==> config.mk <==
export PLATFORM = sky130hd
export DESIGN_NAME = sas_top
export DESIGN_NICKNAME = d
export VERILOG_FILES = /design/src/rtl/sas_pkg.sv /design/src/rtl/sas_top.sv
export SDC_FILE = /design/constraint.sdc
export NUM_CORES = 1
export LEC_CHECK = 0
export ABC_AREA = 0
export BUFFER_PORTS_ARGS = -buffer_cell sky130_fd_sc_hd__buf_4
export CAP_MARGIN = 20
export CORE_AREA = 2 2 107 150
export DETAILED_ROUTE_END_ITERATION = 10
export DIE_AREA = 0 0 109 152
export HOLD_SLACK_MARGIN = 0.1
export SYNTH_ARGS = -nofsm -noshare
export SYNTH_HDL_FRONTEND = slang
export SYNTH_SLANG_ARGS = --single-unit
==> constraint.sdc <==
create_clock -name CLK_SYS -period 2.9 [get_ports CLK_SYS]
set_input_delay 0.435 -clock CLK_SYS [delete_from_list [all_inputs] [get_ports CLK_SYS]]
set_output_delay 0.435 -clock CLK_SYS [all_outputs]
set_load 0.01 [all_outputs]
==> src/rtl/sas_pkg.sv <==
// package: register map, field layout, reset values and timing of the adc sequencer
package sas_pkg;
  // data widths
  localparam int unsigned SAS_RES_W   = 10;
  localparam int unsigned SAS_CH_W    = 3;
  localparam int unsigned SAS_NCH     = 8;
  localparam int unsigned SAS_NPAIR   = 4;
  localparam int unsigned SAS_ADDR_W  = 12;
  localparam int unsigned SAS_IDX_W   = 10;
  // register indices; byte address is four times the index
  localparam logic [SAS_IDX_W-1:0] IDX_CONV_MODE_CTRL_1  = 10'h05e;
  localparam logic [SAS_IDX_W-1:0] IDX_CONV_MODE_CTRL_2  = 10'h05f;
  localparam logic [SAS_IDX_W-1:0] IDX_RESULT_CH0_4_LOW  = 10'h060;
  localparam logic [SAS_IDX_W-1:0] IDX_RESULT_CH0_4_HIGH = 10'h061;
  localparam logic [SAS_IDX_W-1:0] IDX_RESULT_CH1_5_LOW  = 10'h062;
  localparam logic [SAS_IDX_W-1:0] IDX_RESULT_CH1_5_HIGH = 10'h063;
  localparam logic [SAS_IDX_W-1:0] IDX_RESULT_CH2_6_LOW  = 10'h064;
  localparam logic [SAS_IDX_W-1:0] IDX_RESULT_CH2_6_HIGH = 10'h065;
  localparam logic [SAS_IDX_W-1:0] IDX_RESULT_CH3_7_LOW  = 10'h066;
  localparam logic [SAS_IDX_W-1:0] IDX_RESULT_CH3_7_HIGH = 10'h067;
  // conv_mode_ctrl_1 bit positions
  localparam int unsigned M1_END_BIT    = 7;
  localparam int unsigned M1_BUSY_BIT   = 6;
  localparam int unsigned M1_REPEAT_BIT = 5;
  localparam int unsigned M1_SCAN_BIT   = 4;
  localparam int unsigned M1_START_BIT  = 2;
  // conv_mode_ctrl_2 field positions
  localparam int unsigned M2_CH_LSB     = 0;
  localparam int unsigned M2_REF_BIT    = 3;
  localparam int unsigned M2_SPEED_LSB  = 4;
  // result low byte holds the two lsbs in bits 7:6
  localparam int unsigned RES_LOW_LSB   = 6;
  // reset values
  localparam logic                RST_FLAG    = 1'b0;
  localparam logic [SAS_CH_W-1:0] RST_CH_SEL  = 3'h0;
  localparam logic [1:0]          RST_SPEED   = 2'h0;
  localparam logic                RST_REF_ON  = 1'b0;
  // conversion time in clock states per speed setting
  localparam int unsigned CONV_STATES_0 = 160;
  localparam int unsigned CONV_STATES_1 = 320;
  localparam int unsigned CONV_STATES_2 = 640;
  localparam int unsigned CONV_STATES_3 = 1280;
  localparam int unsigned BIT_CYC_0 = CONV_STATES_0 / SAS_RES_W;
  localparam int unsigned BIT_CYC_1 = CONV_STATES_1 / SAS_RES_W;
  localparam int unsigned BIT_CYC_2 = CONV_STATES_2 / SAS_RES_W;
  localparam int unsigned BIT_CYC_3 = CONV_STATES_3 / SAS_RES_W;
  // sequencer states
  typedef enum logic [1:0] {
    SAS_IDLE  = 2'b00,
    SAS_BIT   = 2'b01,
    SAS_STORE = 2'b10
  } sas_state_t;
endpackage

==> src/rtl/sas_top.sv <==
// module: successive-approximation adc sequencer with apb register access
`timescale 1ns/10ps
module sas_top
  import sas_pkg::*;
(
  // clock and reset
  input  wire logic                          CLK_SYS,
  input  wire logic                          RST,
  // apb slave
  input  wire logic                          PSEL,
  input  wire logic                          PENABLE,
  input  wire logic                          PWRITE,
  input  wire logic [sas_pkg::SAS_ADDR_W-1:0] PADDR,
  input  wire logic [31:0]                   PWDATA,
  output logic      [31:0]                   PRDATA,
  output logic                               PREADY,
  output logic                               PSLVERR,
  // analog front end
  input  wire logic                          CMP_GE,
  output logic      [sas_pkg::SAS_RES_W-1:0] LADDER_CODE,
  output logic      [sas_pkg::SAS_CH_W-1:0]  ANALOG_CH,
  output logic                               REF_GATE_ON,
  output logic                               CONV_DONE_IRQ,
  // shared digital port
  input  wire logic [sas_pkg::SAS_NCH-1:0]   PIN_LEVEL,
  output logic      [sas_pkg::SAS_NCH-1:0]   PORT_DIN
);
  import sas_pkg::*;

  // register state
  logic                 end_q, busy_q, repeat_q, scan_q;
  logic [SAS_CH_W-1:0]  ch_sel_q;
  logic                 ref_on_q;
  logic [1:0]           speed_q;
  logic [SAS_RES_W-1:0] res_q [SAS_NPAIR];
  // sequencer state
  sas_state_t           state_q, state_d;
  logic [SAS_RES_W-1:0] code_q, mask_q;
  logic [SAS_CH_W-1:0]  ch_q, last_q, first_q;
  logic [7:0]           cnt_q;
  logic                 irq_q;
  // apb answer
  logic                 pready_q, pslverr_q;
  logic [31:0]          prdata_q;
  // synchronisers
  logic                 cmp_m_q, cmp_s_q;
  logic [SAS_NCH-1:0]   pin_m_q, pin_s_q, port_q;

  // ---------------- apb decode ----------------
  wire                 acc_phase = PSEL & PENABLE;
  wire [SAS_IDX_W-1:0] idx       = PADDR[SAS_ADDR_W-1:2];
  wire                 aligned   = PADDR[1:0] == 2'b00;
  wire                 hit_m1    = aligned & (idx == IDX_CONV_MODE_CTRL_1);
  wire                 hit_m2    = aligned & (idx == IDX_CONV_MODE_CTRL_2);
  wire                 hit_res   = aligned & (idx >= IDX_RESULT_CH0_4_LOW)
                                 & (idx <= IDX_RESULT_CH3_7_HIGH);
  wire                 mapped    = hit_m1 | hit_m2 | hit_res;
  wire [1:0]           res_pair  = 2'(idx[2:1]);
  wire                 res_high  = idx[0];
  // the access completes at the edge where pready is seen high
  wire                 xfer      = acc_phase & pready_q;
  wire                 wr_m1     = xfer & PWRITE & hit_m1;
  wire                 wr_m2     = xfer & PWRITE & hit_m2;
  // result registers ignore writes and answer without error
  wire                 rd_low    = xfer & ~PWRITE & hit_res & ~res_high;
  wire                 start_wr  = wr_m1 & PWDATA[M1_START_BIT];

  // read data, start reads 0
  wire [7:0] m1_rd = {end_q, busy_q, repeat_q, scan_q, 1'b0, 1'b0, 2'b00};
  wire [7:0] m2_rd = {2'b00, speed_q, ref_on_q, ch_sel_q};
  wire [SAS_RES_W-1:0] res_sel = res_q[res_pair];
  wire [7:0] res_lo = {res_sel[1:0], 6'h00};
  wire [7:0] res_hi = res_sel[SAS_RES_W-1:2];
  wire [7:0] rd_byte = hit_m1  ? m1_rd :
                       hit_m2  ? m2_rd :
                       res_high ? res_hi : res_lo;

  // ---------------- sequencer decode ----------------
  // scan starts at 0 or 4 and covers ch_sel[1:0]+1 channels
  wire [SAS_CH_W-1:0] scan_first = {ch_sel_q[2], 2'b00};
  wire [SAS_CH_W-1:0] first_ch   = scan_q ? scan_first : ch_sel_q;
  wire [SAS_CH_W-1:0] last_ch    = ch_sel_q;
  wire [7:0] bit_cyc = (speed_q == 2'd0) ? 8'(BIT_CYC_0 - 1) :
                       (speed_q == 2'd1) ? 8'(BIT_CYC_1 - 1) :
                       (speed_q == 2'd2) ? 8'(BIT_CYC_2 - 1) :
                                           8'(BIT_CYC_3 - 1);
  wire bit_done  = (state_q == SAS_BIT) & (cnt_q == 8'h00);
  // keep the trial bit when the input is at or above the ladder tap
  wire [SAS_RES_W-1:0] code_keep = cmp_s_q ? code_q : (code_q & ~mask_q);
  wire [SAS_RES_W-1:0] code_next = code_keep | (mask_q >> 1);
  wire pass_last = (ch_q == last_q);
  wire seq_end   = (state_q == SAS_STORE) & pass_last & ~repeat_q;
  wire pass_end  = (state_q == SAS_STORE) & pass_last;
  wire [SAS_NCH-1:0] ch_onehot = SAS_NCH'(1) << ch_q;

  always_comb begin
    state_d = state_q;
    case (state_q)
      SAS_IDLE:  if (start_wr) state_d = SAS_BIT;
      SAS_BIT:   if (bit_done && mask_q[0]) state_d = SAS_STORE;
      SAS_STORE: state_d = seq_end ? SAS_IDLE : SAS_BIT;
      default:   state_d = SAS_IDLE;
    endcase
  end

  // ---------------- apb answer: one wait state ----------------
  // answer follows the first access cycle; a fixed wait keeps the master logic simple
  wire        ans_cyc   = acc_phase & ~pready_q;
  wire        pready_d  = ans_cyc;
  wire        pslverr_d = ans_cyc & ~mapped;
  wire [31:0] prdata_d  = (ans_cyc & mapped & ~PWRITE) ? {24'h00_0000, rd_byte}
                                                       : 32'h0000_0000;

  always_ff @(posedge CLK_SYS) begin
    if (RST) begin
      pready_q <= 1'b0;
    end else begin
      pready_q <= pready_d;
    end
  end

  always_ff @(posedge CLK_SYS) begin
    if (RST) begin
      pslverr_q <= 1'b0;
    end else begin
      pslverr_q <= pslverr_d;
    end
  end

  always_ff @(posedge CLK_SYS) begin
    if (RST) begin
      prdata_q <= 32'h0000_0000;
    end else begin
      prdata_q <= prdata_d;
    end
  end

  // ---------------- control register next values ----------------
  wire                repeat_d = wr_m1 ? PWDATA[M1_REPEAT_BIT] : repeat_q;
  wire                scan_d   = wr_m1 ? PWDATA[M1_SCAN_BIT] : scan_q;
  wire [SAS_CH_W-1:0] ch_sel_d = wr_m2 ? PWDATA[M2_CH_LSB +: SAS_CH_W] : ch_sel_q;
  wire                ref_on_d = wr_m2 ? PWDATA[M2_REF_BIT] : ref_on_q;
  wire [1:0]          speed_d  = wr_m2 ? PWDATA[M2_SPEED_LSB +: 2] : speed_q;

  // ---------------- control registers ----------------
  always_ff @(posedge CLK_SYS) begin
    if (RST) begin
      repeat_q <= RST_FLAG;
    end else begin
      repeat_q <= repeat_d;
    end
  end

  always_ff @(posedge CLK_SYS) begin
    if (RST) begin
      scan_q <= RST_FLAG;
    end else begin
      scan_q <= scan_d;
    end
  end

  always_ff @(posedge CLK_SYS) begin
    if (RST) begin
      ch_sel_q <= RST_CH_SEL;
    end else begin
      ch_sel_q <= ch_sel_d;
    end
  end

  always_ff @(posedge CLK_SYS) begin
    if (RST) begin
      ref_on_q <= RST_REF_ON;
    end else begin
      ref_on_q <= ref_on_d;
    end
  end

  always_ff @(posedge CLK_SYS) begin
    if (RST) begin
      speed_q <= RST_SPEED;
    end else begin
      speed_q <= speed_d;
    end
  end

  // ---------------- flag next values ----------------
  wire seq_start = (state_q == SAS_IDLE) & start_wr;
  // a start written while busy is dropped, so a running pass is never torn
  wire busy_d    = seq_start ? 1'b1 : seq_end ? 1'b0 : busy_q;
  // a pass ending in the same cycle as a low byte read wins
  wire end_d     = pass_end ? 1'b1 : (rd_low | seq_start) ? 1'b0 : end_q;
  wire irq_d     = seq_end;

  // ---------------- busy and end flags ----------------
  always_ff @(posedge CLK_SYS) begin
    if (RST) begin
      busy_q <= RST_FLAG;
    end else begin
      busy_q <= busy_d;
    end
  end

  always_ff @(posedge CLK_SYS) begin
    if (RST) begin
      end_q <= RST_FLAG;
    end else begin
      end_q <= end_d;
    end
  end

  always_ff @(posedge CLK_SYS) begin
    if (RST) begin
      irq_q <= 1'b0;
    end else begin
      irq_q <= irq_d;
    end
  end

  // ---------------- sequencer next values ----------------
  wire                 in_bit    = (state_q == SAS_BIT);
  wire                 pass_more = (state_q == SAS_STORE) & ~seq_end;
  wire                 reload    = seq_start | pass_more;
  wire [SAS_RES_W-1:0] top_bit   = SAS_RES_W'(1) << (SAS_RES_W - 1);
  wire [SAS_RES_W-1:0] code_d    = reload ? top_bit : bit_done ? code_next : code_q;
  wire [SAS_RES_W-1:0] mask_d    = reload ? top_bit : bit_done ? (mask_q >> 1) : mask_q;
  wire [7:0]           cnt_d     = (reload | bit_done) ? bit_cyc :
                                   in_bit ? cnt_q - 8'h01 : cnt_q;
  // channel range latched so mid-pass writes do not tear a scan
  wire [SAS_CH_W-1:0]  next_ch   = pass_last ? first_q : ch_q + 3'h1;
  wire [SAS_CH_W-1:0]  ch_d      = seq_start ? first_ch : pass_more ? next_ch : ch_q;
  wire [SAS_CH_W-1:0]  first_d   = seq_start ? first_ch : first_q;
  wire [SAS_CH_W-1:0]  last_d    = seq_start ? (scan_q ? last_ch : ch_sel_q)
                                             : last_q;

  // ---------------- successive approximation ----------------
  always_ff @(posedge CLK_SYS) begin
    if (RST) begin
      state_q <= SAS_IDLE;
    end else begin
      state_q <= state_d;
    end
  end

  always_ff @(posedge CLK_SYS) begin
    if (RST) begin
      cnt_q <= 8'h00;
    end else begin
      cnt_q <= cnt_d;
    end
  end

  always_ff @(posedge CLK_SYS) begin
    if (RST) begin
      code_q <= '0;
    end else begin
      code_q <= code_d;
    end
  end

  always_ff @(posedge CLK_SYS) begin
    if (RST) begin
      mask_q <= '0;
    end else begin
      mask_q <= mask_d;
    end
  end

  always_ff @(posedge CLK_SYS) begin
    if (RST) begin
      ch_q <= RST_CH_SEL;
    end else begin
      ch_q <= ch_d;
    end
  end

  always_ff @(posedge CLK_SYS) begin
    if (RST) begin
      first_q <= RST_CH_SEL;
    end else begin
      first_q <= first_d;
    end
  end

  always_ff @(posedge CLK_SYS) begin
    if (RST) begin
      last_q <= RST_CH_SEL;
    end else begin
      last_q <= last_d;
    end
  end

  // results carry no channel identity and are never reset
  always_ff @(posedge CLK_SYS) begin
    if (state_q == SAS_STORE) begin
      res_q[ch_q[1:0]] <= code_q;
    end
  end

  // ---------------- pin synchronisers and digital port ----------------
  always_ff @(posedge CLK_SYS) begin
    if (RST) begin
      cmp_m_q <= 1'b0;
      cmp_s_q <= 1'b0;
      pin_m_q <= '0;
      pin_s_q <= '0;
      port_q  <= '0;
    end else begin
      cmp_m_q <= CMP_GE;
      cmp_s_q <= cmp_m_q;
      pin_m_q <= PIN_LEVEL;
      pin_s_q <= pin_m_q;
      // only the pin under conversion is masked; the rest read normally
      port_q  <= pin_s_q & ~(busy_q ? ch_onehot : '0);
    end
  end

  assign PRDATA        = prdata_q;
  assign PREADY        = pready_q;
  assign PSLVERR       = pslverr_q;
  assign LADDER_CODE   = code_q;
  assign ANALOG_CH     = ch_q;
  assign REF_GATE_ON   = ref_on_q;
  assign CONV_DONE_IRQ = irq_q;
  assign PORT_DIN      = port_q;
endmodule // sas_top

==> Yosys cells after proc, flatten, opt, wreduce, memory -nomap -nowiden <==
Memory sizes are Yosys's and may differ from the RTL's.
Index checks and enable logic that the tools add are counted.
{ "word_totals": {"regBits": 110, "ramBits": 40, "inputBits": 58, "out_inout_bits": 57, "word_cells": 123, "n_memories": 1} }
{ "mem_list": {"columns": ["memory", "depth", "word_bits", "read_ports", "rd_clocked_by_memory_dff", "write_ports", "line_no", "rtl"], "rows": [
  ["res_q", 4, 10, 1, 0, 1, "sas_top.sv:35", "logic [SAS_RES_W-1:0] res_q [SAS_NPAIR];"]
]} }
{ "op_classes": {"addsub": 2, "magnitude_cmp": 2, "eq_ne": 9, "n_shift": 1, "mux": 28, "n_bitwise": 39, "n_reduce_logical": 14} }
{ "op_table": {"columns": ["cell", "n"], "rows": [
  ["10-bit two-way mux", 5],
  ["8-bit two-way mux", 6],
  ["1-bit bitwise AND", 22],
  ["7-bit two-way mux", 3],
  ["10-bit by 7-bit == test with 1-bit output (second input constant)", 2],
  ["10-bit bitwise AND", 1],
  ["10-bit by 7-bit greater-or-equal comparator with 1-bit output (second input constant)", 1],
  ["10-bit by 7-bit <= comparator with 1-bit output (second input constant)", 1],
  ["10-bit inverter", 1],
  ["10-bit by 9-bit OR with 10-bit output", 1],
  ["2-bit nonzero test", 5],
  ["3-bit two-way mux", 3],
  ["8-bit bitwise AND", 1],
  ["8-bit logical NOT", 1],
  ["8-bit inverter", 1],
  ["1-bit by 3-bit << shifter with 8-bit output (first input constant)", 1],
  ["8-bit by 1-bit subtractor with 8-bit output (second input constant)", 1],
  ["1-bit two-way mux", 7],
  ["1-bit inverter", 7],
  ["2-bit logical NOT", 3],
  ["2-bit two-way mux", 3],
  ["2-bit one-hot mux with 3 select lines", 1],
  ["1-bit OR", 5],
  ["2-bit by 1-bit == test with 1-bit output (second input constant)", 2],
  ["9 further kinds", 11]
]} }

==> Logic depth before layout (Yosys ltp) <==
{ "logic_depth": {"ltp_word": 9, "ltp_mapped": 8, "mapped_depth_nobuf": 7} }

==> Worst setup path after synthesis <==
Ideal clock, no wire load.
{ "synth_timing": {"path_type": "in2reg", "from": "input PADDR[2] in the netlist's numbering", "to": "register ch_q[0] (netlist: ANALOG_CH[0])", "setup_time_ns": 0.133, "arrival_ns": 1.788, "required_time_ns": 2.767, "path_slack_ns": 0.978, "path_stages": 7, "path_buffers": 2, "cell_sequence": "buf_4 -> and4b_1 -> nand3_2 -> or4_1 -> buf_2 -> o211ai_2 -> a311oi_1"} }
{ "synth_between": {"elab_chain_cells": 6, "word_cells_on_any_way": 7, "classes_between": "eq/ne (1); mux (1); bitwise (4); reduce/logical (1)"} }
{ "synth_lines": {"columns": ["element", "line_no", "rtl"], "rows": [
  ["from (decl)", "sas_top.sv:13", "input wire logic [sas_pkg::SAS_ADDR_W-1:0] PADDR,"],
  ["10-bit by 7-bit == test with 1-bit output (*)", "sas_top.sv:53", "wire hit_m1 = aligned & (idx == IDX_CONV_MODE_CTRL_1);"],
  ["1-bit bitwise AND (*)", "sas_top.sv:53", null],
  ["1-bit bitwise AND (*)", "sas_top.sv:62", "wire wr_m1 = xfer & PWRITE & hit_m1;"],
  ["1-bit bitwise AND (*)", "sas_top.sv:66", "wire start_wr = wr_m1 & PWDATA[M1_START_BIT];"],
  ["1-bit bitwise AND (*)", "sas_top.sv:187", "wire seq_start = (state_q == SAS_IDLE) & start_wr;"],
  ["3-bit two-way mux or 2-bit nonzero test (tied branches)", null, null],
  ["to (signal assigned)", "sas_top.sv:272", "ch_q <= ch_d;"],
  ["to (decl)", "sas_top.sv:39", "logic [SAS_CH_W-1:0] ch_q, last_q, first_q;"]
]} }
Every way passes the cells marked *; elsewhere a longest branch is shown, timed or not.
A chain may end at the register's enable or synchronous reset.

==> Worst setup path after layout <==
{ "layout_timing": {"from": "register state_q[1]", "to": "register cnt_q[4]"} }
{ "layout_between": {"elab_chain_cells": 8, "word_cells_on_any_way": 13, "classes_between": "eq/ne (2); mux (1); bitwise (8); reduce/logical (2)"} }
{ "layout_lines": {"columns": ["element", "line_no", "rtl"], "rows": [
  ["from (decl)", "sas_top.sv:37", "sas_state_t state_q, state_d;"],
  ["from (signal assigned)", "sas_top.sv:240", "state_q <= state_d;"],
  ["2-bit == test", "sas_top.sv:92, sas_top.sv:221", null],
  ["1-bit bitwise AND (2 in series)", "sas_top.sv:92", "wire seq_end = (state_q == SAS_STORE) & pass_last & ~repeat_q;"],
  ["1-bit inverter", "sas_top.sv:221", "wire pass_more = (state_q == SAS_STORE) & ~seq_end;"],
  ["1-bit bitwise AND", "sas_top.sv:221", null],
  ["1-bit OR", "sas_top.sv:222", "wire reload = seq_start | pass_more;"],
  ["1-bit OR", "sas_top.sv:226", "wire [7:0] cnt_d = (reload | bit_done) ? bit_cyc :"],
  ["8-bit two-way mux or 2-bit nonzero test (tied branches)", null, null],
  ["to (signal assigned)", "sas_top.sv:248", "cnt_q <= cnt_d;"],
  ["to (decl)", "sas_top.sv:40", "logic [7:0] cnt_q;"]
]} }
Parallel ways exist; a longest one is shown, timed or not.

==> flow_metrics.env <==
export IMPL_clockBufferDepth=2
export IMPL_portBuffers=64
export IMPL_cellPowerDensity_mw_per_mm2=649
export IMPL_synthArstFlopShare_pct=0
export IMPL_h_tree_depth=4
export IMPL_drv_slew=0
export IMPL_cts_hold_buf=0
export IMPL_path_cells="nand4bb_1 -> nor3_4 -> a21oi_4 -> o311a_1"
export IMPL_synth_flop_cell="dfxtp_1"
export IMPL_place_ws_ns=0.497
export IMPL_finClkSkew_ns=0.00910
export IMPL_rsz0062_at_grt="false"
export IMPL_drtAntennaViolNets=0
export IMPL_synth_top_area_share_pct=33.4
export IMPL_track_usage_pct=13.1
export IMPL_start_util_pct=33.2
export IMPL_clk_latency_ns=0.41
export IMPL_timing_setup_tns_ns=0
export IMPL_period_needed_ns=2.14
export IMPL_critPathMaxFanout=10
export IMPL_min_path_type="primary input to flip-flop"
export IMPL_io_pins=115
export IMPL_routed_via_density=4.67
export IMPL_endpoint_kind="flip-flop"
export IMPL_area_delta_synth_final_pct=22.4
export IMPL_rows=54
export IMPL_layout_common_cells="dfxtp_1 (85), nand2_1 (70), buf_4 (64), a21oi_1 (40), edfxtp_1 (40)"
export IMPL_worstSetupPathType="flip-flop to flip-flop"
export IMPL_fmax_mhz=468
export IMPL_yosys_area_top_type="dfxtp_1"
export IMPL_ir_worst_vdd_uv=394
export IMPL_routedWlPerCell_um=14.7
export IMPL_cts_root_buf="clkbuf_16"
export IMPL_slew_headroom_pct=57.7
export IMPL_cts_repair_resized=0
export IMPL_period_share_pct=73.7
export IMPL_arrival_ns=2.43
export IMPL_antenna_found_initial=0
export IMPL_drv_cap=0
export IMPL_die_w_um=109
export IMPL_status="finished, final reports clean"
export IMPL_setup_viol_count_final=0
export IMPL_clkSlewWorstSetupHoldPaths_ns=0.06
export IMPL_synth_seq_cells=125
export IMPL_synth_area_mm2=0.00509
export IMPL_netlist_top_cells_area="dfxtp_1 (33%), edfxtp_1 (24%), nand2_1 (5.2%), mux4_2 (4.4%), a21oi_1 (3.9%)"
export IMPL_cts_buffers=17
export IMPL_dieArea_mm2=0.0166
export IMPL_power_leakage_nw=2.45
export IMPL_drive_gt1_share_pct=24.1
export IMPL_cts_setup_buffers=0
export IMPL_vias=3356
export IMPL_synth_edf_count=40
export IMPL_drt_first_pass_iters=4
export IMPL_path_buf_inv=0
export IMPL_grt_pass1_wl_mm=16.6
export IMPL_yosysSeqAreaShare_pct=57.0
export IMPL_path_delay_family="simple AND/OR/NAND/NOR gates"
export IMPL_hpwl_mm=7.60
export IMPL_post_route_drc_count=0
export IMPL_grt_max_degree=48
export IMPL_worst_slack_ns=0.762
export IMPL_finalWirelength_mm=10.6
export IMPL_num_nets_final=574
export IMPL_cts_sinks=125
export IMPL_grt_overflow_total=0
export IMPL_antenna_cells=0
export IMPL_drtIter0Drc=179
export IMPL_layout_commonest_cell="dfxtp_1"
export IMPL_core_mm2=0.0153
export IMPL_synth_distinct_cells=58
export IMPL_hold_violations=0
export IMPL_fill_cells=1461
export IMPL_cpPeakStageDelay_ns=0.63
export IMPL_worst_pin_slew_ns=0.629
export IMPL_syn_area_per_cell_um2=11.5
export IMPL_yosys_warnings=0
export IMPL_startpoint_type="flip-flop"
export IMPL_gp_congestion=0.777
export IMPL_first_global_vias=3303
export IMPL_die_h_um=152
export IMPL_crit_path_top_delay_cell="nor3_4"
export IMPL_cp_required_ns=3.20
export IMPL_synthesis_instances=444
export IMPL_cts_tree="yes"
## stage by stage
step / power (W) / hold slack (ns) / area, um^2 / utilization [%] / instances
floorplan: 0.00195 / 0.397 / 5180 / - / 467
global placement: 0.00198 / 0.408 / 5640 / 36.7 / 686
detailed placement: 0.00198 / 0.411 / 5640 / 36.7 / 686
CTS: 0.00408 / 0.221 / 6230 / 40.7 / 718
global route: 0.00418 / 0.224 / 6230 / 40.7 / 718
finish: 0.00405 / 0.234 / 6230 / 40.7 / 718
## cell usage after synthesis, drive strengths merged (4+ instances only)
library cell  count
xnor2             4
buf              33
mux2i            11
clkbuf            8
nor3              6
nor2             19
o21ai             8
mux4             10
nor2b            25
xor2              4
edfxtp           40
o211ai            4
and2              4
and3              7
nor4              5
nand2            70
inv               7
nand3             9
a21oi            41
dfxtp            85
ha                7
## routing by layer
metal | vias up | wire length (um) | GRT usage [%]
li1 | 1657 | - | -
met1 | 1601 | 4290 | 14.5
met2 | 81 | 5530 | 22.7
met3 | 17 | 460 | 3.47
met4 | 0 | 280 | 6.65
met5 | - | 0 | 0
## registers in the layout, summed over array words and instances (netlist names)
register and flops:
CONV_DONE_IRQ 1, REF_GATE_ON 1, ch_sel_q 3, first_q 3, last_q 2, busy_q 1, repeat_q 1, cmp_s_q 1
mask_q 10, PSLVERR 1, state_q 2, PORT_DIN 8, LADDER_CODE 10, scan_q 1, pin_m_q 8, pin_s_q 8
cmp_m_q 1, cnt_q 8, ANALOG_CH 3, speed_q 2, res_q 40, PREADY 1, PRDATA 8, end_q 1
## cell families after synthesis
| logic type | Yosys count | synth area share, % |
|---|---|---|
| xor gates and xnor gates | 8 | 1.38 |
| buffers and inverters | 48 | 5.84 |
| muxes | 24 | 7.24 |
| and+or+nand+nor | 165 | 18.2 |
| DFF | 125 | 57.0 |
| AOI/OAI and AO/OA | 66 | 8.57 |
| other | 1 | 0.0736 |
| adders and majority gates | 7 | 1.72 |
## cell type report
type,count,area (um^2),share of cell area (%)
clock buffer,20,479,7.69
clock inverter,12,120,1.93
sequential,125,2900,46.6
inverter,7,26.3,0.421
timing repair buffer,64,480,7.71
tap,196,245,3.93
multi-input combinational,294,1980,31.8
## final timing paths
| kind | from | end | slack [ns] | cells past startpoint |
|---|---|---|---|---|
| worst min-delay path | PIN_LEVEL[0] | pin_m_q[0] | 0.23 | 2 |
| worst min register to register | pin_s_q[0] | PORT_DIN[0] | 0.42 | 2 |
| worst max-delay path | state_q[1] | cnt_q[4] | 0.76 | 4 |
| worst max register to register | state_q[1] | cnt_q[4] | 0.76 | 4 |
## power by group
part	internal, W	switching (W)
Sequential	0.00181	0.00000388
Clock	0.00130	0.000803
Combinational	0.0000611	0.0000692
Total	0.00317	0.000876
No activity file was read; power rests on OpenSTA's default activity.
